File: src/verilog/bss_pkg.sv
package bss_pkg;
	// clock and counter sizing
	localparam int unsigned CLK_PERIOD_NS = 10;
	localparam int unsigned TW            = 20;
	localparam int unsigned TRIP_W        = 8;
	localparam int unsigned REF_W         = 7;

	// settle delay after the enable level is crossed (least time, round up)
	localparam real         SETTLE_MS     = 6.8;
	localparam int unsigned SETTLE_CYC    =
		int'($ceil(SETTLE_MS * 1.0e6 / CLK_PERIOD_NS));

	// soft-start ramp: fixed duration, fixed step count
	localparam real         SS_MS         = 6.8;
	localparam int unsigned SS_STEPS      = 64;
	localparam int unsigned SS_STEP_CYC   =
		int'($floor(SS_MS * 1.0e6 / CLK_PERIOD_NS / SS_STEPS));

	// trip sample: one dac code per step, full scale in the longest time
	localparam real         SAMPLE_MAX_MS = 3.4;
	localparam int unsigned TRIP_LEVELS   = 256;
	localparam int unsigned SAMPLE_STEP_CYC =
		int'($floor(SAMPLE_MAX_MS * 1.0e6 / CLK_PERIOD_NS / TRIP_LEVELS));

	// initialization interval between end of sampling and amplifier enable
	localparam real         INIT_US       = 100.0;
	localparam int unsigned INIT_CYC      =
		int'($ceil(INIT_US * 1.0e3 / CLK_PERIOD_NS));

	// hiccup retry: dummy soft-start time-outs before a real one
	localparam logic [1:0]  HICCUP_DUMMIES = 2'h2;

	// codes and reset values
	localparam logic [TRIP_W-1:0] TRIP_MAX   = 8'hff;
	localparam logic [TRIP_W-1:0] TRIP_RST   = 8'h00;
	localparam logic [REF_W-1:0]  REF_LAST   = 7'h3f;
	localparam logic [REF_W-1:0]  REF_FINAL  = 7'h40;
	localparam logic [REF_W-1:0]  REF_RST    = 7'h00;

	// synchronised comparator inputs, bit positions
	localparam int unsigned SY_BIAS  = 0;
	localparam int unsigned SY_EN    = 1;
	localparam int unsigned SY_TRIP  = 2;
	localparam int unsigned SY_ABOVE = 3;
	localparam int unsigned SY_OVC   = 4;
	localparam int unsigned SY_W     = 5;

	typedef enum logic [2:0] {
		ST_IDLE,
		ST_WAIT_EN,
		ST_SETTLE,
		ST_SAMPLE,
		ST_INIT,
		ST_RAMP,
		ST_RUN
	} bss_state_t;
endpackage

File: src/verilog/bss_tmr_if.sv
`timescale 1ns/1ps
interface bss_tmr_if;
	import bss_pkg::*;
	logic          start;
	logic [TW-1:0] load;
	logic          done;
	modport ctl (output start, output load, input done);
	modport tmr (input start, input load, output done);
endinterface

File: src/verilog/bss_sequencer.sv
// What this block does
// - bias supply level is watched always and gates the whole start-up
// - bias above rising threshold starts the trip-level sample sequence
// - enable pin held low delays initialization until released and high
// - timing starts only once enable level exceeds its trip level
// - after enable crossing, wait a fixed settle delay before sampling
// - during settle, low-side driver off and trip-set current source on
// - sample time varies with setting, from one step to full scale time
// - sampled trip code held in counter/dac while bias stays up
// - soft-start begins when sampling completes
// - ramp reference from zero to final over fixed duration
// - ramp is a fixed number of equal digital steps
// - no external control of ramp rate or step count
// - after short init interval, error amplifier enabled during ramp
// - soft-start complete once ramp code reaches final level
// - low pre-bias: switches off until ramp passes sensed output
// - high pre-bias: switches off until soft-start ends
// - full soft-start runs without waiting for output voltage
// - enable low then released repeats full init with fresh sample
// - no new trip sample during overcurrent retries
// - overcurrent: output off, two dummy ramps then one real, repeating
`timescale 1ns/1ps
module bss_sequencer #(
	parameter int unsigned P_SETTLE_CYC  = bss_pkg::SETTLE_CYC,
	parameter int unsigned P_SAMPLE_CYC  = bss_pkg::SAMPLE_STEP_CYC,
	parameter int unsigned P_INIT_CYC    = bss_pkg::INIT_CYC,
	parameter int unsigned P_SS_STEP_CYC = bss_pkg::SS_STEP_CYC
) (
	input  wire logic                       i_clock,           // oscillator
	input  wire logic                       i_rst_n,           // por, low
	input  wire logic                       i_bias_ok,         // bias > thr
	input  wire logic                       i_enable_ok,       // en > trip
	input  wire logic                       i_trip_cmp,        // dac >= pin
	input  wire logic                       i_ramp_above_vout, // ref > vout
	input  wire logic                       i_overcurrent,     // ovc trip
	output logic                            o_lowside_off,     // ls drv off
	output logic                            o_trip_src_on,     // src on
	output logic [bss_pkg::TRIP_W-1:0]      o_trip_code,       // held dac
	output logic [bss_pkg::REF_W-1:0]       o_ref_code,        // ramp code
	output logic                            o_ea_enable,       // amp on
	output logic                            o_switch_enable,   // fets ok
	output logic                            o_ss_done,         // ramp done
	output logic                            o_hiccup           // retrying
);
	import bss_pkg::*;

	bss_tmr_if tmr_bus ();

	logic [SY_W-1:0] raw;
	logic [SY_W-1:0] sy;

	assign raw[SY_BIAS]  = i_bias_ok;
	assign raw[SY_EN]    = i_enable_ok;
	assign raw[SY_TRIP]  = i_trip_cmp;
	assign raw[SY_ABOVE] = i_ramp_above_vout;
	assign raw[SY_OVC]   = i_overcurrent;

	// comparator outputs are analogue and unrelated to the clock
	bss_sync #(
		.W (SY_W)
	) u_sync (
		.i_clock (i_clock),
		.i_rst_n (i_rst_n),
		.i_d     (raw),
		.o_q     (sy)
	);

	bss_timer u_timer (
		.i_clock (i_clock),
		.i_rst_n (i_rst_n),
		.tmr     (tmr_bus.tmr)
	);

	logic bias_ok;
	logic en_ok;
	logic trip_hit;
	logic ramp_above;
	logic ovc;

	assign bias_ok    = sy[SY_BIAS];
	assign en_ok      = sy[SY_EN];
	assign trip_hit   = sy[SY_TRIP];
	assign ramp_above = sy[SY_ABOVE];
	assign ovc        = sy[SY_OVC];

	// sequence state
	bss_state_t        st_q;
	bss_state_t        st_d;
	logic [TRIP_W-1:0] trip_q;
	logic [TRIP_W-1:0] trip_d;
	logic [REF_W-1:0]  ref_q;
	logic [REF_W-1:0]  ref_d;
	logic [1:0]        dummy_q;
	logic [1:0]        dummy_d;
	logic              pass_q;
	logic              pass_d;
	logic              tmr_start;
	logic [TW-1:0]     tmr_load;

	// registered outputs
	logic lowside_q;
	logic lowside_d;
	logic src_q;
	logic src_d;
	logic ea_q;
	logic ea_d;
	logic sw_q;
	logic sw_d;
	logic done_q;
	logic done_d;
	logic hic_q;
	logic hic_d;

	assign tmr_bus.start = tmr_start;
	assign tmr_bus.load  = tmr_load;

	always_comb begin
		st_d      = st_q;
		trip_d    = trip_q;
		ref_d     = ref_q;
		dummy_d   = dummy_q;
		pass_d    = pass_q;
		tmr_start = 1'b0;
		tmr_load  = '0;
		if (!bias_ok) begin
			// losing bias drops everything, held trip code included
			st_d    = ST_IDLE;
			trip_d  = TRIP_RST;
			ref_d   = REF_RST;
			dummy_d = 2'h0;
			pass_d  = 1'b0;
		end else if (!en_ok && st_q != ST_IDLE && st_q != ST_WAIT_EN) begin
			// disable after start: next release runs the full sequence
			st_d    = ST_WAIT_EN;
			ref_d   = REF_RST;
			dummy_d = 2'h0;
			pass_d  = 1'b0;
		end else begin
			case (st_q)
			ST_IDLE: begin
				st_d = ST_WAIT_EN;
			end
			ST_WAIT_EN: begin
				if (en_ok) begin
					st_d      = ST_SETTLE;
					tmr_start = 1'b1;
					tmr_load  = TW'(P_SETTLE_CYC);
				end
			end
			ST_SETTLE: begin
				if (tmr_bus.done) begin
					st_d      = ST_SAMPLE;
					trip_d    = TRIP_RST;
					tmr_start = 1'b1;
					tmr_load  = TW'(P_SAMPLE_CYC);
				end
			end
			ST_SAMPLE: begin
				// counts up until the dac reaches the pin voltage, so a
				// higher setting takes longer; zero setting ends after the first step
				if (tmr_bus.done) begin
					if (trip_hit || trip_q == TRIP_MAX) begin
						st_d      = ST_INIT;
						tmr_start = 1'b1;
						tmr_load  = TW'(P_INIT_CYC);
					end else begin
						trip_d    = trip_q + TRIP_W'(1);
						tmr_start = 1'b1;
						tmr_load  = TW'(P_SAMPLE_CYC);
					end
				end
			end
			ST_INIT: begin
				if (tmr_bus.done) begin
					st_d      = ST_RAMP;
					ref_d     = REF_RST;
					pass_d    = 1'b0;
					tmr_start = 1'b1;
					tmr_load  = TW'(P_SS_STEP_CYC);
				end
			end
			ST_RAMP: begin
				if (ovc && dummy_q == 2'h0) begin
					// real ramp tripped: restart as dummy time-outs
					dummy_d   = HICCUP_DUMMIES;
					ref_d     = REF_RST;
					pass_d    = 1'b0;
					tmr_start = 1'b1;
					tmr_load  = TW'(P_SS_STEP_CYC);
				end else begin
					if (dummy_q == 2'h0 && ramp_above) begin
						pass_d = 1'b1;
					end
					if (tmr_bus.done) begin
						if (ref_q == REF_LAST) begin
							ref_d = REF_FINAL;
							if (dummy_q == 2'h1) begin
								// last dummy over; trip code kept as is
								dummy_d   = 2'h0;
								st_d      = ST_INIT;
								tmr_start = 1'b1;
								tmr_load  = TW'(P_INIT_CYC);
							end else if (dummy_q != 2'h0) begin
								dummy_d   = dummy_q - 2'h1;
								ref_d     = REF_RST;
								tmr_start = 1'b1;
								tmr_load  = TW'(P_SS_STEP_CYC);
							end else begin
								st_d = ST_RUN;
							end
						end else begin
							ref_d     = ref_q + REF_W'(1);
							tmr_start = 1'b1;
							tmr_load  = TW'(P_SS_STEP_CYC);
						end
					end
				end
			end
			ST_RUN: begin
				if (ovc) begin
					st_d      = ST_RAMP;
					dummy_d   = HICCUP_DUMMIES;
					ref_d     = REF_RST;
					pass_d    = 1'b0;
					tmr_start = 1'b1;
					tmr_load  = TW'(P_SS_STEP_CYC);
				end
			end
			default: begin
				st_d = ST_IDLE;
			end
			endcase
		end
	end

	// outputs follow the next state so every port leaves a flip-flop
	always_comb begin
		lowside_d = (st_d == ST_SETTLE) || (st_d == ST_SAMPLE);
		src_d     = (st_d == ST_SETTLE) || (st_d == ST_SAMPLE);
		ea_d      = (st_d == ST_RUN) ||
		            (st_d == ST_RAMP && dummy_d == 2'h0);
		// a high pre-bias never sees the ramp pass it, so it waits for run
		sw_d      = ea_d && (pass_d || st_d == ST_RUN);
		done_d    = (st_d == ST_RUN);
		hic_d     = (dummy_d != 2'h0);
	end

	always_ff @(posedge i_clock or negedge i_rst_n) begin
		if (!i_rst_n) begin
			st_q      <= ST_IDLE;
			trip_q    <= TRIP_RST;
			ref_q     <= REF_RST;
			dummy_q   <= 2'h0;
			pass_q    <= 1'b0;
			lowside_q <= 1'b0;
			src_q     <= 1'b0;
			ea_q      <= 1'b0;
			sw_q      <= 1'b0;
			done_q    <= 1'b0;
			hic_q     <= 1'b0;
		end else begin
			st_q      <= st_d;
			trip_q    <= trip_d;
			ref_q     <= ref_d;
			dummy_q   <= dummy_d;
			pass_q    <= pass_d;
			lowside_q <= lowside_d;
			src_q     <= src_d;
			ea_q      <= ea_d;
			sw_q      <= sw_d;
			done_q    <= done_d;
			hic_q     <= hic_d;
		end
	end

	assign o_lowside_off   = lowside_q;
	assign o_trip_src_on   = src_q;
	assign o_trip_code     = trip_q;
	assign o_ref_code      = ref_q;
	assign o_ea_enable     = ea_q;
	assign o_switch_enable = sw_q;
	assign o_ss_done       = done_q;
	assign o_hiccup        = hic_q;
endmodule

File: src/verilog/bss_sync.sv
`timescale 1ns/1ps
module bss_sync #(
	parameter int unsigned W = 1
) (
	input  wire logic         i_clock, // oscillator clock
	input  wire logic         i_rst_n, // async reset, active low
	input  wire logic [W-1:0] i_d,     // asynchronous levels
	output logic      [W-1:0] o_q      // synchronised levels
);
	logic [W-1:0] meta_q;
	logic [W-1:0] meta_d;
	logic [W-1:0] sync_q;
	logic [W-1:0] sync_d;

	always_comb begin
		meta_d = i_d;
		sync_d = meta_q;
	end

	always_ff @(posedge i_clock or negedge i_rst_n) begin
		if (!i_rst_n) begin
			meta_q <= '0;
			sync_q <= '0;
		end else begin
			meta_q <= meta_d;
			sync_q <= sync_d;
		end
	end

	assign o_q = sync_q;
endmodule

File: src/verilog/bss_timer.sv
`timescale 1ns/1ps
module bss_timer (
	input  wire logic i_clock, // oscillator clock
	input  wire logic i_rst_n, // async reset, active low
	bss_tmr_if.tmr    tmr      // start, load, done
);
	import bss_pkg::*;

	logic [TW-1:0] cnt_q;
	logic [TW-1:0] cnt_d;
	logic          run_q;
	logic          run_d;
	logic          done_q;
	logic          done_d;

	// a new start always wins, so a stale count never fires a done;
	// done is registered and acted on a cycle later, so it fires one
	// count early and a state lasts exactly its load (below 2 gives 2)
	always_comb begin
		cnt_d  = cnt_q;
		run_d  = run_q;
		done_d = 1'b0;
		if (tmr.start) begin
			cnt_d = tmr.load;
			run_d = 1'b1;
		end else if (run_q) begin
			if (cnt_q <= TW'(2)) begin
				run_d  = 1'b0;
				done_d = 1'b1;
			end else begin
				cnt_d = cnt_q - TW'(1);
			end
		end
	end

	always_ff @(posedge i_clock or negedge i_rst_n) begin
		if (!i_rst_n) begin
			cnt_q  <= '0;
			run_q  <= 1'b0;
			done_q <= 1'b0;
		end else begin
			cnt_q  <= cnt_d;
			run_q  <= run_d;
			done_q <= done_d;
		end
	end

	assign tmr.done = done_q;
endmodule

File: config.mk
export PLATFORM = sky130hd
export DESIGN_NAME = bss_sequencer
export DESIGN_NICKNAME = d
export VERILOG_FILES = /design/src/verilog/bss_pkg.sv /design/src/verilog/bss_tmr_if.sv /design/src/verilog/bss_sequencer.sv /design/src/verilog/bss_sync.sv /design/src/verilog/bss_timer.sv
export SDC_FILE = /design/constraint.sdc
export NUM_CORES = 1
export LEC_CHECK = 0
export ABC_AREA = 0
export BUFFER_PORTS_ARGS = -buffer_cell sky130_fd_sc_hd__buf_2
export CAP_MARGIN = 20
export CELL_PAD_IN_SITES_DETAIL_PLACEMENT = 1
export CELL_PAD_IN_SITES_GLOBAL_PLACEMENT = 2
export CORE_UTILIZATION = 41
export DETAILED_ROUTE_END_ITERATION = 10
export PLACE_DENSITY_LB_ADDON = 0.1
export SETUP_SLACK_MARGIN = 0.1
export SYNTH_ARGS = -nofsm -noshare
export SYNTH_HDL_FRONTEND = slang
export SYNTH_HIERARCHICAL = 1
export SYNTH_SLANG_ARGS = --single-unit
File: constraint.sdc
create_clock -name i_clock -period 6.7 [get_ports i_clock]
set_clock_uncertainty 0.05 [all_clocks]
set_input_delay 0.335 -clock i_clock [delete_from_list [all_inputs] [get_ports i_clock]]
set_output_delay 0.335 -clock i_clock [all_outputs]
set_load 0.01 [all_outputs]
# After elaboration in Yosys (flattened, before gate mapping)
# Index checks and enable logic that the tools add are counted.
# W data, S select, Z words.
totals:
  register_bits: 58
  elab_cells: 146
classes:
  n_addsub: 4
  n_lt_le_gt_ge: 1
  eq_ne: 24
  muxes: 80
  reduce_logical: 22
op_table:
  columns: ["operator", "count"]
  rows:
  - ["$mux W20", 9]
  - ["$pmux W20 S6", 1]
  - ["$mux W14", 6]
  - ["$mux W7", 9]
  - ["$mux W8", 5]
  - ["$mux W3", 13]
  - ["$mux W1", 22]
  - ["$pmux W3 S7", 1]
  - ["$pmux W7 S3", 1]
  - ["$le A20 B2 Y1 const B", 1]
  - ["$sub A20 B1 Y20 const B", 1]
  - ["$mux W2", 8]
  - ["$pmux W8 S2", 1]
  - ["$eq A3 B3 Y1 const B", 5]
  - ["$eq A3 B2 Y1 const B", 4]
  - ["$mux W11", 1]
  - ["$add A8 B1 Y8 const B", 1]
  - ["$eq A8 B8 Y1 const B", 1]
  - ["$ne A4 B3 Y1 const B", 2]
  - ["$add A7 B1 Y7 const B", 1]
  - ["$eq A7 B6 Y1 const B", 1]
  - ["$logic_and A1 B1 Y1", 6]
  - ["$ne A3 B2 Y1 const B", 2]
  - ["$ne A3 B3 Y1 const B", 2]
  - ["other kinds (20)", 27]

# Longest topological paths before layout
logic_depth:
  ltp_word: 13
  ltp_mapped: 13

# Hierarchy
# The synthesis kept the hierarchy.
by_module_without_submodules:
  columns: ["module", "instances", "cells_each", "area_per_inst_um2", "seq_area_each_um2"]
  rows:
  - ["bss_sequencer", 1, 207, 1829.3, 650.6]
  - ["bss_timer", 1, 160, 1373.8, 550.5]
  - ["bss_sync", 1, 10, 250.2, 250.2]

# Worst setup path before layout
# No wires, ideal clock.
synth_timing:
  kind: "reg-to-reg"
  start: "register ref_q[0], in the netlist o_ref_code[0]"
  end: "register u_timer.cnt_q[11]"
  arrival_time_ps: 2642
  slack_ps: 3928
  stages_incl_launch_ff: 14
  n_path_buf: 1
  cell_sequence: "dfrtp_1 -> ha_1 -> nand3_2 -> o41ai_1 -> a21oi_1 -> nor3_1 -> o21bai_1 -> nor4_1 -> o211a_1 -> a21o_1 -> buf_4 -> inv_4 -> and4_4 -> nor3_2"
synth_between:
  elab_chain_cells: 9
  word_cells_on_any_way: 17
  classes_between: "eq/ne (2); mux (13); reduce/logical (2)"
synth_rtl:
  columns: ["item", "line", "rtl"]
  rows:
  - ["start, declared", "bss_sequencer.sv:91", "logic [REF_W-1:0] ref_q;"]
  - ["start signal, assigned", "bss_sequencer.sv:264", "ref_q <= ref_d;"]
  - ["$eq A7 B6 Y1 *", "bss_sequencer.sv:195", "if (ref_q == REF_LAST) begin"]
  - ["$mux W1 *", "bss_sequencer.sv:195", null]
  - ["$mux W1 *", "bss_sequencer.sv:194", "if (tmr_bus.done) begin"]
  - ["$mux W1 *", "bss_sequencer.sv:183", "if (ovc && dummy_q == 2'h0) begin"]
  - ["$pmux W1 S4 *", "bss_sequencer.sv:139", "case (st_q)"]
  - ["$mux W1 *", "bss_sequencer.sv:132", "end else if (!en_ok && st_q != ST_IDLE && st_q != ST_WAIT_EN) begin"]
  - ["$mux W1 *", "bss_sequencer.sv:125", "if (!bias_ok) begin"]
  - ["via tmr_bus.start", "bss_tmr_if.sv:4", "logic start;"]
  - ["$ne A2 B2 Y1 (no line) or $reduce_bool A2 Y1 (tied branches)", null, null]
  - ["$reduce_and A2 Y1 (no line)", null, null]
  - ["end signal, assigned", "bss_timer.sv:42", "cnt_q <= cnt_d;"]
  - ["end, declared", "bss_timer.sv:9", "logic [TW-1:0] cnt_q;"]
# The timed path passes the listed nets; every way through them passes the cells marked *.
# A chain may end at the register's enable or synchronous reset.

# Worst setup path in the final report
layout_timing:
  start: "register st_q[1]"
  end: "register u_timer.cnt_q[10]"
layout_between:
  elab_chain_cells: 7
  word_cells_on_any_way: 21
  classes_between: "eq/ne (8); mux (7); reduce/logical (6)"
layout_rtl:
  columns: ["item", "line", "rtl"]
  rows:
  - ["start, declared", "bss_sequencer.sv:87", "bss_state_t st_q;"]
  - ["start signal, assigned", "bss_sequencer.sv:262", "st_q <= st_d;"]
  - ["$eq A3 B3 Y1, or another cell as far along", "bss_sequencer.sv:139", null]
  - ["$reduce_or A3 Y1 (no line) or $logic_and A1 B1 Y1 (tied branches)", null, null]
  - ["$pmux W1 S4 or $logic_and A1 B1 Y1 (tied branches)", "bss_sequencer.sv:139, bss_sequencer.sv:132", null]
  - ["$mux W1 *", "bss_sequencer.sv:132", null]
  - ["$mux W1 *", "bss_sequencer.sv:125", null]
  - ["via tmr_bus.start", "bss_tmr_if.sv:4", null]
  - ["$ne A2 B2 Y1 (no line) or $reduce_bool A2 Y1 (tied branches)", null, null]
  - ["$reduce_and A2 Y1 (no line)", null, null]
# Marked as above.

==> flow_metrics.env <==
export IMPL_crit_chain="inv_1 -> o221ai_1 -> a31o_2 -> o21bai_2 -> buf_4 -> nor4_1 -> o211a_1 -> a21o_1 -> buf_4 -> or4_1 -> nand3_1"
export IMPL_antenna_found_initial=0
export IMPL_place_detailed_hpwl_mm=6.33
export IMPL_dr_pass1_iters=4
export IMPL_path_max_fanout=32
export IMPL_grt_overflow=0
export IMPL_maxCapViolCount=0
export IMPL_required_ns=6.92
export IMPL_dp_cells=501
export IMPL_drive_above_1_share_pct=17.2
export IMPL_h_tree_depth=3
export IMPL_n_fill_cell=967
export IMPL_final_cells=517
export IMPL_synth_top_area_share_pct=42.0
export IMPL_wl_mm=9.04
export IMPL_nets=418
export IMPL_track_usage_pct=22.8
export IMPL_final_area_mm2=0.00386
export IMPL_power_total_w=0.00107
export IMPL_fin_crit_ns=3.91
export IMPL_final_setup_tns_ns=0
export IMPL_die_w_um=93.8
export IMPL_placed_cell_area_mm2=0.00367
export IMPL_area_growth_pct=11.8
export IMPL_post_cts_resized=0
export IMPL_synth_cell_type_count=75
export IMPL_p_leak_nw=1.62
export IMPL_postSynthCellCount=377
export IMPL_ctsHoldBuffers=0
export IMPL_outcome="finished, final reports clean"
export IMPL_ys_ff_latch=58
export IMPL_powerDensity_mw_per_mm2=278
export IMPL_grt_pass1_wl_mm=15.5
export IMPL_tightest_slew_ns=0.761
export IMPL_post_drt_wl_per_cell_um=17.5
export IMPL_synth_top_area_cell="dfrtp_1"
export IMPL_rsz0062_at_grt="false"
export IMPL_setup_reg_to_reg_worst_slack_ns=2.79
export IMPL_die_area_mm2=0.00879
export IMPL_synth_top_cells_by_count="dfrtp_1, nor2_1, nand2_1, a21oi_1, o21ai_1"
export IMPL_critPathCaptureType="flop"
export IMPL_clock_sinks=58
export IMPL_synth_warnings=6
export IMPL_cts_buffers=9
export IMPL_setup_violations=0
export IMPL_synth_area_mm2=0.00345
export IMPL_grt_pass1_vias=3006
export IMPL_cp_top_family="compound AO/OA/AOI/OAI gates"
export IMPL_remaining_drc_errors=0
export IMPL_slowest_stage="o21bai_2"
export IMPL_finalCritPeriodShare_pct=58.3
export IMPL_final_hold_viol_count=0
export IMPL_cts_reportedPaths_clkPinSlew_ns=0.07
export IMPL_core_region_area_mm2=0.00818
export IMPL_slew_viol_final=0
export IMPL_pre_cts_slack_ns=2.83
export IMPL_io_buffer_count=27
export IMPL_fmax_mhz=256
export IMPL_clkLatencyLatePin_ns=0.34
export IMPL_pin_count=28
export IMPL_synth_edf_count=0
export IMPL_grt_max_degree=59
export IMPL_gp_congestion=0.782
export IMPL_root_buffer="clkbuf_8"
export IMPL_synthArstFlopShare_pct=100
export IMPL_drtIter0Drc=146
export IMPL_yosysMostFrequentCell="dfrtp_1"
export IMPL_critPathMaxStageDelay_ns=0.58
export IMPL_vias=2970
export IMPL_die_h_um=93.8
export IMPL_drt_vias_per_instance=5.74
export IMPL_worstSetupPathType="reg2reg"
export IMPL_postCtsSetupBuffers=0
export IMPL_critPathArrivalTime_ns=4.13
export IMPL_core_rowCount=33
export IMPL_hp_class="in2reg"
export IMPL_startpoint_type="flop"
export IMPL_cp_common_cell="buf_4"
export IMPL_ys_top_cells_by_area="dfrtp_1, nor2_1, nand2_1"
export IMPL_slew_headroom_pct=49.3
export IMPL_avgSynthCellArea_um2=9.16
export IMPL_synth_main_ff_cell="dfrtp_1"
export IMPL_clockBufferDepth=2
export IMPL_ant_nets=0
export IMPL_ir_drop_v=0.000191
export IMPL_antenna_diode_count=0
export IMPL_critPathBufInv=3
export IMPL_cts_tree="built"
export IMPL_yosysSeqAreaShare_pct=42.0
export IMPL_initial_core_util_pct=42.2
export IMPL_worst_slack_ns=2.79
## power by group
group	switching (W)	total, W	internal [W]
clock network	0.000153	0.000324	0.000171
logic	0.000140	0.000251	0.000112
registers	0.0000915	0.000497	0.000406
## state kept, by name, indices dropped and copies added (netlist names)
register / count
o_ref_code: 7
st_q: 3
u_sync/meta_q: 5
o_switch_enable: 1
u_timer/run_q: 1
dummy_q: 2
u_sync/o_q: 5
o_trip_code: 8
u_timer/cnt_q: 20
pass_q: 1
o_ea_enable: 1
o_hiccup: 1
o_ss_done: 1
o_trip_src_on: 1
u_timer/tmr.done: 1
## placed cells by master, fill, tap and decap left out, types with 3 or more instances in the layout
master and n:
or3_1 5, nor4_1 10, nor3b_1 5, clkbuf_8 9
a211oi_1 3, nand4b_1 3, o211ai_1 4, nand3_1 9
ha_1 4, nand4_1 5, a31oi_1 4, o2bb2ai_1 3
conb_1 7, nand3b_1 5, o21ai_1 20, buf_4 4
o21ai_0 16, a21boi_0 5, buf_2 27, nor3_1 14
and2_1 3, or2_2 3, nor4b_1 3, a21oi_1 20
o22ai_1 6, inv_1 15, nand2_1 27, nor2_1 36
dfrtp_1 58, a22oi_1 7, and3_1 6, mux2i_1 5
## layout make-up
cell class,instances,area [µm²],area share [%]
multi-input cells,291,1860,48.3
flip-flops and latches,58,1450,37.6
repair buffers,31,165,4.28
clock buffers,11,131,3.40
well taps,105,131,3.40
inverters,16,62.6,1.62
clock inverters,5,55.1,1.43
## stage by stage
stage / utilization [%] / hold WS, ns
floorplan: - / -0.0106
global placement: 44.9 / 0.283
detailed placement: 44.9 / 0.290
CTS: 47.2 / 0.0308
global route: 47.2 / 0.0198
finish: 47.2 / 0.0439
## path summary, 6_finish.rpt
check | startpoint | end | depth (start not counted)
worst max-delay path | st_q[1]$_DFF_PN0_ | u_timer/cnt_q[10]$_DFFE_PN0P_ | 11
worst min-delay path | i_trip_cmp | u_sync/meta_q[2]$_DFF_PN0_ | 1
worst max register to register | st_q[1]$_DFF_PN0_ | u_timer/cnt_q[10]$_DFFE_PN0P_ | 11
worst min register to register | u_sync/meta_q[3]$_DFF_PN0_ | u_sync/o_q[3]$_DFF_PN0_ | 0
max in group asynchronous | i_rst_n | u_timer/cnt_q[3]$_DFFE_PN0P_ | 2
min in group asynchronous | i_rst_n | dummy_q[0]$_DFF_PN0_ | 2
## logic make-up (layout without fill, tap and decap cells)
logic type,count (synthesis),after routing,synth area share [%]
simple gates,156,156,26.4
compound gates,118,118,23.4
flops,58,58,42.0
buf+inv,34,63,4.78
mux,6,6,1.78
fa+ha+maj,4,4,1.45
other cells,1,7,0.109
## metal layers
metal  wire, µm  GRT usage, %
met5          0             0
met4         78          5.00
met3        221          4.85
met2       4220          35.7
met1       4520          32.2
No activity file was read; power rests on OpenSTA's default activity.
